### config.mk
export PLATFORM = sky130hd
export DESIGN_NAME = spi_master_slave_port
export DESIGN_NICKNAME = d
export VERILOG_FILES = /design/src/design/spi_master_slave_port.v /design/src/design/spi_skid_buffer.v
export VERILOG_INCLUDE_DIRS = /design/src /design/src/design
export SDC_FILE = /design/constraint.sdc
export NUM_CORES = 1
export LEC_CHECK = 0
export ABC_AREA = 0
export BUFFER_PORTS_ARGS = -buffer_cell sky130_fd_sc_hd__buf_2
export CAP_MARGIN = 30
export CORE_MARGIN = 3
export CORE_UTILIZATION = 35
export CTS_CLUSTER_DIAMETER = 80
export CTS_CLUSTER_SIZE = 12
export DETAILED_ROUTE_END_ITERATION = 7
export GPL_TIMING_DRIVEN = 0
export PLACE_DENSITY = 0.66
export SYNTH_ARGS = -nofsm -noshare
export SYNTH_HDL_FRONTEND = slang
export SYNTH_SLANG_ARGS = --single-unit
### constraint.sdc
create_clock -name core_clk -period 3.4 [get_ports core_clk]
set_input_delay 0.17 -clock core_clk [delete_from_list [all_inputs] [get_ports core_clk]]
set_output_delay 0.17 -clock core_clk [all_outputs]
set_load 0.005 [all_outputs]
### src/design/spi_port_map.vh
// constants for the serial port: field positions, mode codes, rate divisors
`ifndef SPI_PORT_MAP_VH
`define SPI_PORT_MAP_VH
// port_control_reg_one fields
`define CTL_WRITE_COLLISION_BIT_BIT     7
`define CTL_OVF_BIT      6
`define CTL_EN_BIT       5
`define CTL_CKP_BIT      4
`define CTL_MODE_HI      3
`define CTL_MODE_LO      0
// port_status_reg fields
`define STA_SMP_BIT      7
`define STA_CKE_BIT      6
`define STA_BF_BIT       0
// port_control_reg_three fields
`define CTL3_BUFFER_OVERWRITE_ENABLE_BIT    4
// port_mode_field codes
`define MODE_M_DIV4      4'h0
`define MODE_M_DIV16     4'h1
`define MODE_M_DIV64     4'h2
`define MODE_M_TMR       4'h3
`define MODE_S_SS        4'h4
`define MODE_S_NOSS      4'h5
`define MODE_M_RELOAD    4'ha
// half-bit counter limits: system clocks per half bit, minus one
`define HALF_DIV4        8'h01
`define HALF_DIV16       8'h07
`define HALF_DIV64       8'h1f
// reset values and last bit count
`define RESET_BYTE       8'h00
`define BIT_COUNT_LAST   3'h7
`define BIT_COUNT_ZERO   3'h0
`endif

### src/design/spi_master_slave_port.v
// serial port in spi mode: master or slave byte exchange with status bits
`default_nettype none
`include "spi_port_map.vh"
//////////////////////////////////////////////////////////////////////////////
// Behaviour
// - a received byte goes to the data buffer, then buffer-full and flag set
// - transmit is unbuffered: a data write loads buffer and shift register
// - control low six bits and status top two bits pick the operating options
// - status low six bits read-only, top two read/write, control all read/write
// - serial pins claimed only while enabled; reconfigure by disable, write, enable
// - reading the data buffer clears buffer-full
// - data write during shifting is dropped and sets write-collision
// - master starts on data write and samples input while its data output stays driven
// - master bit rate: clock/4, /16, /64, timer/2 or clock/(4*(reload+1))
// - with edge select set, output data is valid before first clock edge
// - shift most significant bit first, in and out
// - slave shifts one bit per external pulse, flags on last bit latched
// - slave keeps shifting from the clock pin sample; flag sets after the last bit
// - overwrite enable lets data writes through with an unread byte
// - mode code 0100 gives slave operation with slave-select control
// - with slave-select control, shift and drive output only while select low
// - select going high releases the serial output at once
// - select high under control, or enable cleared, zeroes the bit counter
// - slave with edge select set must use slave-select control
// - slave role ignores the sample-phase bit, which keeps its written value
// - slave output changes on the programmed edge, input captured on the other; master output always changes on the trailing edge
//////////////////////////////////////////////////////////////////////////////
module spi_master_slave_port #(
  parameter RELOAD_W = 8
) (
  // clock and reset
  input  wire                core_clk,
  input  wire                rst,
  // software access
  input  wire                ctl_wr,
  input  wire [7:0]          ctl_wdata,
  input  wire                sta_wr,
  input  wire [7:0]          sta_wdata,
  input  wire                ctl3_wr,
  input  wire [7:0]          ctl3_wdata,
  input  wire                rate_wr,
  input  wire [RELOAD_W-1:0] rate_wdata,
  input  wire                buf_wr,
  input  wire [7:0]          buf_wdata,
  input  wire                buf_rd,
  input  wire                flag_clr,
  input  wire                timer_tick,
  // register views
  output reg  [7:0]          port_control_reg_one,
  output reg  [7:0]          port_status_reg,
  output reg  [7:0]          port_control_reg_three,
  output reg  [RELOAD_W-1:0] rate_reload_value,
  output reg  [7:0]          port_data_buffer,
  output reg                 port_interrupt_flag,
  // received byte stream
  output reg                 rx_valid,
  input  wire                rx_ready,
  output reg  [7:0]          rx_data,
  // serial pins
  input  wire                serial_clock_in,
  output reg                 serial_clock_out,
  output reg                 serial_clock_oe,
  input  wire                serial_data_input,
  output reg                 serial_data_output,
  output reg                 serial_data_oe,
  input  wire                slave_select_input
);
  reg  [7:0]          serial_shift_register;
  reg  [2:0]          bit_count;
  reg                 busy;
  reg                 sck_prev;
  reg                 ss_prev;
  reg                 sample_bit;
  reg                 sample_pending;
  reg                 phase;
  reg  [RELOAD_W+1:0] div_count;
  reg  [RELOAD_W+1:0] half_limit;
  reg                 tick;
  reg                 done;
  reg  [7:0]          done_byte;
  wire                enable;
  wire                cke;
  wire                clock_polarity_bit;
  wire                input_sample_phase_bit;
  wire [3:0]          mode;
  wire                master;
  wire                ss_ctl;
  wire                ss_active;
  wire                ss_rise;
  wire                port_reset;
  wire                sck_rise;
  wire                sck_fall;
  wire                lead_edge;
  wire                trail_edge;
  wire                write_ok;
  wire                sbuf_ready;
  wire                sbuf_valid;
  wire [7:0]          sbuf_data;

  //////////////////////////////////////////////////////////////////////////////
  // option decode
  assign enable  = port_control_reg_one[`CTL_EN_BIT];
  assign clock_polarity_bit     = port_control_reg_one[`CTL_CKP_BIT];
  assign mode    = port_control_reg_one[`CTL_MODE_HI:`CTL_MODE_LO];
  assign cke     = port_status_reg[`STA_CKE_BIT];
  assign input_sample_phase_bit     = port_status_reg[`STA_SMP_BIT];
  assign master  = (mode != `MODE_S_SS) && (mode != `MODE_S_NOSS);
  assign ss_ctl  = (mode == `MODE_S_SS) | (~master & cke);
  assign ss_active  = ~ss_ctl | ~slave_select_input;
  assign ss_rise    = ss_ctl & slave_select_input & ~ss_prev;
  assign port_reset = ~enable | ss_rise;

  // slave edges seen on the synchronous clock pin sample
  assign sck_rise   = serial_clock_in & ~sck_prev;
  assign sck_fall   = ~serial_clock_in & sck_prev;
  // leading edge leaves idle level; trailing edge returns to it
  assign lead_edge  = clock_polarity_bit ? sck_fall : sck_rise;
  assign trail_edge = clock_polarity_bit ? sck_rise : sck_fall;

  assign write_ok = ~busy & ~port_control_reg_one[`CTL_WRITE_COLLISION_BIT_BIT] &
                    (~port_status_reg[`STA_BF_BIT] |
                     port_control_reg_three[`CTL3_BUFFER_OVERWRITE_ENABLE_BIT]);

  //////////////////////////////////////////////////////////////////////////////
  // master rate select
  always @*
  begin
    case (mode)
      `MODE_M_DIV4:   half_limit = {{(RELOAD_W-6){1'b0}}, `HALF_DIV4};
      `MODE_M_DIV16:  half_limit = {{(RELOAD_W-6){1'b0}}, `HALF_DIV16};
      `MODE_M_DIV64:  half_limit = {{(RELOAD_W-6){1'b0}}, `HALF_DIV64};
      `MODE_M_RELOAD: half_limit = {1'b0, rate_reload_value, 1'b1};
      default:        half_limit = {{(RELOAD_W-6){1'b0}}, `HALF_DIV4};
    endcase
  end

  // one tick per half bit period
  always @(posedge core_clk)
  begin
    if (rst)
    begin
      div_count <= {(RELOAD_W+2){1'b0}};
      tick      <= 1'b0;
    end
    else if (~busy | ~master)
    begin
      div_count <= {(RELOAD_W+2){1'b0}};
      tick      <= 1'b0;
    end
    else if (mode == `MODE_M_TMR)
    begin
      tick <= timer_tick;
    end
    else if (div_count >= half_limit)
    begin
      div_count <= {(RELOAD_W+2){1'b0}};
      tick      <= 1'b1;
    end
    else
    begin
      div_count <= div_count + {{(RELOAD_W+1){1'b0}}, 1'b1};
      tick      <= 1'b0;
    end
  end

  //////////////////////////////////////////////////////////////////////////////
  // registers, shifter and status
  always @(posedge core_clk)
  begin
    if (rst)
    begin
      port_control_reg_one   <= `RESET_BYTE;
      port_status_reg        <= `RESET_BYTE;
      port_control_reg_three <= `RESET_BYTE;
      rate_reload_value      <= {RELOAD_W{1'b0}};
      port_data_buffer       <= `RESET_BYTE;
      port_interrupt_flag    <= 1'b0;
      serial_shift_register  <= `RESET_BYTE;
      bit_count              <= `BIT_COUNT_ZERO;
      busy                   <= 1'b0;
      sck_prev               <= 1'b0;
      ss_prev                <= 1'b1;
      sample_bit             <= 1'b0;
      sample_pending         <= 1'b0;
      phase                  <= 1'b0;
      done                   <= 1'b0;
      done_byte              <= `RESET_BYTE;
      serial_clock_out       <= 1'b0;
    end
    else
    begin
      sck_prev <= serial_clock_in;
      ss_prev  <= slave_select_input;
      done     <= 1'b0;
      // configuration writes
      if (ctl_wr)
      begin
        if (enable & ctl_wdata[`CTL_EN_BIT])
          port_control_reg_one[`CTL_EN_BIT] <= 1'b1;
        else
          port_control_reg_one <= ctl_wdata;
      end
      if (sta_wr & ~enable)
        port_status_reg[`STA_SMP_BIT:`STA_CKE_BIT] <= sta_wdata[`STA_SMP_BIT:`STA_CKE_BIT];
      if (ctl3_wr & ~enable)
        port_control_reg_three <= ctl3_wdata;
      if (rate_wr & ~enable)
        rate_reload_value <= rate_wdata;
      if (flag_clr)
        port_interrupt_flag <= 1'b0;
      if (buf_rd)
        port_status_reg[`STA_BF_BIT] <= 1'b0;
      // data write
      if (buf_wr & enable)
      begin
        if (write_ok)
        begin
          port_data_buffer      <= buf_wdata;
          serial_shift_register <= buf_wdata;
          busy                  <= master;
        end
        else if (busy)
          port_control_reg_one[`CTL_WRITE_COLLISION_BIT_BIT] <= 1'b1;
      end
      // idle clock level follows polarity
      if (~busy | ~master)
        serial_clock_out <= clock_polarity_bit;
      // shifting
      if (port_reset)
      begin
        bit_count      <= `BIT_COUNT_ZERO;
        busy           <= 1'b0;
        sample_pending <= 1'b0;
        phase          <= 1'b0;
        serial_clock_out <= clock_polarity_bit;
      end
      else if (master & busy & tick)
      begin
        serial_clock_out <= ~serial_clock_out;
        phase            <= ~phase;
        // phase 0 edge: capture unless smp moves it; phase 1: shift
        if (~phase)
        begin
          sample_bit <= serial_data_input;
        end
        else
        begin
          serial_shift_register <= {serial_shift_register[6:0],
                                    input_sample_phase_bit ? serial_data_input : sample_bit};
          bit_count <= bit_count + 3'h1;
          if (bit_count == `BIT_COUNT_LAST)
          begin
            busy <= 1'b0;
            done <= 1'b1;
            done_byte <= {serial_shift_register[6:0],
                          input_sample_phase_bit ? serial_data_input : sample_bit};
          end
        end
      end
      else if (~master & ss_active)
      begin
        if ((cke ? lead_edge : trail_edge))
        begin
          sample_bit     <= serial_data_input;
          sample_pending <= 1'b1;
          busy           <= 1'b1;
          if (bit_count == `BIT_COUNT_LAST)
          begin
            serial_shift_register <= {serial_shift_register[6:0], serial_data_input};
            bit_count      <= `BIT_COUNT_ZERO;
            busy           <= 1'b0;
            sample_pending <= 1'b0;
            done           <= 1'b1;
            done_byte      <= {serial_shift_register[6:0], serial_data_input};
          end
        end
        else if ((cke ? trail_edge : lead_edge) & sample_pending)
        begin
          serial_shift_register <= {serial_shift_register[6:0], sample_bit};
          bit_count      <= bit_count + 3'h1;
          sample_pending <= 1'b0;
        end
      end
      // byte complete: buffer then status
      if (done)
      begin
        port_data_buffer             <= done_byte;
        port_status_reg[`STA_BF_BIT] <= 1'b1;
        port_interrupt_flag          <= 1'b1;
        if (port_status_reg[`STA_BF_BIT] & ~buf_rd)
          port_control_reg_one[`CTL_OVF_BIT] <= 1'b1;
      end
    end
  end

  //////////////////////////////////////////////////////////////////////////////
  // pin drivers
  always @(posedge core_clk)
  begin
    if (rst)
    begin
      serial_data_output <= 1'b0;
      serial_data_oe     <= 1'b0;
      serial_clock_oe    <= 1'b0;
    end
    else
    begin
      serial_data_output <= serial_shift_register[7];
      serial_data_oe     <= enable & ss_active & ~(ss_ctl & slave_select_input);
      serial_clock_oe    <= enable & master;
    end
  end

  //////////////////////////////////////////////////////////////////////////////
  // received byte stream through the two-entry buffer
  spi_skid_buffer #(
    .WIDTH (8)
  ) u_rx_buf (
    .core_clk  (core_clk),
    .rst       (rst),
    .in_valid  (done),
    .in_ready  (sbuf_ready),
    .in_data   (done_byte),
    .out_valid (sbuf_valid),
    .out_ready (rx_ready | ~rx_valid),
    .out_data  (sbuf_data)
  );

  always @(posedge core_clk)
  begin
    if (rst)
    begin
      rx_valid <= 1'b0;
      rx_data  <= `RESET_BYTE;
    end
    else if (rx_ready | ~rx_valid)
    begin
      rx_valid <= sbuf_valid;
      rx_data  <= sbuf_data;
    end
  end
endmodule // spi_master_slave_port
`default_nettype wire

### src/design/spi_skid_buffer.v
// two-entry buffer with valid and ready on both sides
`default_nettype none
module spi_skid_buffer #(
  parameter WIDTH = 8
) (
  // clock and reset
  input  wire             core_clk,
  input  wire             rst,
  // fill side
  input  wire             in_valid,
  output wire             in_ready,
  input  wire [WIDTH-1:0] in_data,
  // drain side
  output wire             out_valid,
  input  wire             out_ready,
  output wire [WIDTH-1:0] out_data
);
  reg [WIDTH-1:0] entry [0:1];
  reg             rd_ptr;
  reg             wr_ptr;
  reg [1:0]       count;
  wire            push;
  wire            pop;

  assign in_ready  = (count != 2'h2);
  assign out_valid = (count != 2'h0);
  assign out_data  = entry[rd_ptr];
  assign push      = in_valid & in_ready;
  assign pop       = out_valid & out_ready;

  always @(posedge core_clk)
  begin
    if (rst)
    begin
      rd_ptr   <= 1'b0;
      wr_ptr   <= 1'b0;
      count    <= 2'h0;
      entry[0] <= {WIDTH{1'b0}};
      entry[1] <= {WIDTH{1'b0}};
    end
    else
    begin
      if (push)
      begin
        entry[wr_ptr] <= in_data;
        wr_ptr        <= ~wr_ptr;
      end
      if (pop)
        rd_ptr <= ~rd_ptr;
      if (push & ~pop)
        count <= count + 2'h1;
      else if (pop & ~push)
        count <= count - 2'h1;
    end
  end
endmodule // spi_skid_buffer
`default_nettype wire

==> summary.md <==
### Floorplanning
• 123 um — die span in y
• 42 — number of placement rows
• 123 um — DIE WIDTH
• 108 — I/O pin cnt
• 0.361 — Initial Util
• 0.0133 mm^2 — total core area
• 0.0152 mm^2 — die area

### Timing
• 0 — Setup-failing EPs final
• 789 ps — actual slew at the worst max-slew pin
• no — unrepaired setup endpoints after global routing
• 2960 ps — post-route minimum period
• 0 ps — total negative slack for setup checks
• 60.0 ps — Post-Route Hold Slack
• 0 — Hold Violations, Final
• 0 — final slew viol count
• 5.52 ps — clk_skew
• 0.473 — worst slew margin relative to its limit
• 0.338 GHz — f_max
• 0.871 — fraction of the cycle the final worst path needs

### Finish
• 0.00239 mm^2 — area of combinational cells with multiple inputs
• buf_2 (97), dfxtp_1 (90), nor2_1 (66) — highest-count cells in the layout ignoring fill and taps
• 0.244 — share of cells above drive strength 1
• 21.2% — area overhead of the layout relative to synthesis
• buf_2 — most common library cell in the layout ignoring fill and taps
• 16 — Largest register FFs
• 0.00228 mm^2 — sequential standard cell area
• u_rx_buf.entry x16, div_count x10 — largest registers
• u_rx_buf.entry — register containing the most flip-flops in the final layout
• 664 — post-layout net count
• 1,313 — number of fill cells

### CTS
• 3 — depth of the CTS H-tree
• 106 — clock sinks
• yes — CTS tree
• 0 — number of setup buffers added after CTS
• 0 — post-cts repair resize count
• 340 ps — clk_lat worst skew
• 0 — total of hold buffers inserted after clock tree synthesis
• clkbuf_16 — clock root buffer
• 70 ps — CTS clock-pin slew for the worst setup and hold paths
• 9 — number of buffers inserted during clock tree synthesis
• 2 — largest buffer count on any clock path

### Setup path
• or4_1 — standard cell with the maximum stage delay on the critical path
• 3670 ps — data required time at the worst endpoint
• 3230 ps — Arrival @ worst endpoint
• 11 — cell count of the worst reg-to-reg path
• flip-flop — element type at the critical path start
• 510 ps — largest incremental delay on the critical path
• port_control_reg_one[1] — startpoint of the worst setup timing path
• 440 ps — worst reg-to-reg setup slack
• div_count[2] — end of the worst register-to-register path
• nor2b_1 > and2b_1 > and2_1 > nand2_1 > ha_1 > or4_1 > a221oi_1 > o21ai_0 > a211o_1 > clkbuf_1 > nor2_1 — CP Cell Sequence
• reg -> reg — WS Path Type
• port_control_reg_one[1] — launching point of the worst reg2reg path
• flip-flop — endpoint kind of the worst setup timing path
• 10 — maximum fanout encountered on the critical timing path

### Detailed routing
• 3,756 — via count
• 4.82 — vias per std cell
• 145 — 1st-iter DRT viols
• 14.7 um — WL per Instance
• 5 — first-pass iteration count of the detailed router
• 0 — number of DRC violations after detailed routing
• 11,400 um — wire length after detailed routing
• 0 — Antenna Violating Nets Remaining

### Global routing
• 18,300 um — global-route wire length before repair
• 3,709 — via count of the first global-routing pass
• 0 — Congestion Overflow GR
• 19 — maximum number of pins on one net before global-route repair
• 0.154 — total global routing track utilization
• 1 — antenna violations before repair

### Placed design
• 0.841 — last weighted congestion value of the routability-driven placer
• 95 — # port buffers
• 8850 um — Detail Placement HPWL

### Hold path
• port_control_reg_three[7] — destination of the worst hold path
• 3 — cell count of the worst hold path
• ctl3_wdata[7] — Hold Startpoint
• in -> reg — classification of the worst-slack hold path

### Run
• 0 — Maximum Capacitance Violations

### Logic synthesis
• 0.00482 mm^2 — Cell Area, Synth
• 16 — Post-synth EDFFs
• 61 — number of distinct library cells after synthesis
• 487 — synthesized instance count
• 0 — number of warnings issued by yosys
• 0 — Async S/R FF share, synth
• 106 — number of flip-flops and latches in the synthesized netlist
• 0.474 — sequential fraction of the synthesis area
• dfxtp_1 — leading register cell type out of synthesis
• 9.90 um^2 — per-instance average area after synthesis

### Pwr
• 2.47 nW — Leakage
• 446 mW/mm^2 — P per Cell Area
• 272 uV — worst ir drop on vdd

### Run status
• complete, no violations — run status

[cells in the mapped netlist, types with 8 or more instances]
cell | instances | area (um^2)
dfxtp_1 | 90 | 1800
ha_1 | 12 | 150
nor2_1 | 66 | 248
nor2b_1 | 9 | 56.3
o21ai_0 | 12 | 60.1
a21oi_1 | 13 | 65.1
a211oi_1 | 8 | 60.1
xor2_1 | 13 | 114
clkbuf_1 | 17 | 63.8
edfxtp_1 | 16 | 480
nand2_1 | 56 | 210
mux2_2 | 15 | 169
mux2i_1 | 56 | 561
nand3_1 | 8 | 40.0
and2_1 | 19 | 119
[through the flow]
step | setup slack [ps] | area (um^2) | instances | util | total power (W)
2_1_floorplan | 859 | 4830 | 491 | - | 0.00149
3_3_place_gp | 511 | 5530 | 762 | 0.414 | 0.00158
3_5_place_dp | 454 | 5540 | 763 | 0.415 | 0.00159
4_1_cts | 449 | 5840 | 779 | 0.437 | 0.00263
5_1_grt | 207 | 5840 | 780 | 0.438 | 0.00272
6_report | 439 | 5840 | 780 | 0.438 | 0.00261
[layout make-up]
class                   instances  share of cell area
inverters                       7             0.00450
clock buffers                   9              0.0386
plain buffers                  28              0.0240
repair buffers                 96              0.0822
well taps                     176              0.0377
clock inverters                 7              0.0135
multi-input cells             350               0.408
flip-flops and latches        106               0.391
diodes                          1            0.000428
[logic make-up (layout without fill, tap and decap cells)]
kind of cell	count (synthesis)	count (layout)	synth area share
fa+ha+maj	12	12	0.0312
buf+inv	35	147	0.0345
compound gates	63	63	0.100
other cells	1	6	0.000778
flops	106	106	0.474
mux	72	72	0.156
simple gates	182	182	0.173
xor+xnor	16	16	0.0306
[critical path, delay by kind of cell, from the launching register on]
family	cells	cell delay, ps
simple gates	6	1340
buf+inv	1	230
flops	1	440
compound gates	3	680
fa+ha+maj	1	190
[power by group]
group          internal, W  switching (W)  total (W)
combinational     0.000101       0.000116   0.000217
sequential         0.00131      0.0000289    0.00134
clock             0.000578       0.000472    0.00105
total              0.00199       0.000617    0.00261
[worst max-delay path by stage]
stage | to
finish | div_count[2]
global route | div_count[2]
CTS | div_count[2]
detailed placement | div_count[2]
global placement | div_count[4]
floorplan | div_count[0]
[routing by layer]
metal	wire [um]	GRT usage
met5	0	0
met4	230	0.0436
met3	691	0.0375
met2	5440	0.256
met1	5080	0.200
Power figures use the tool's default switching activity.
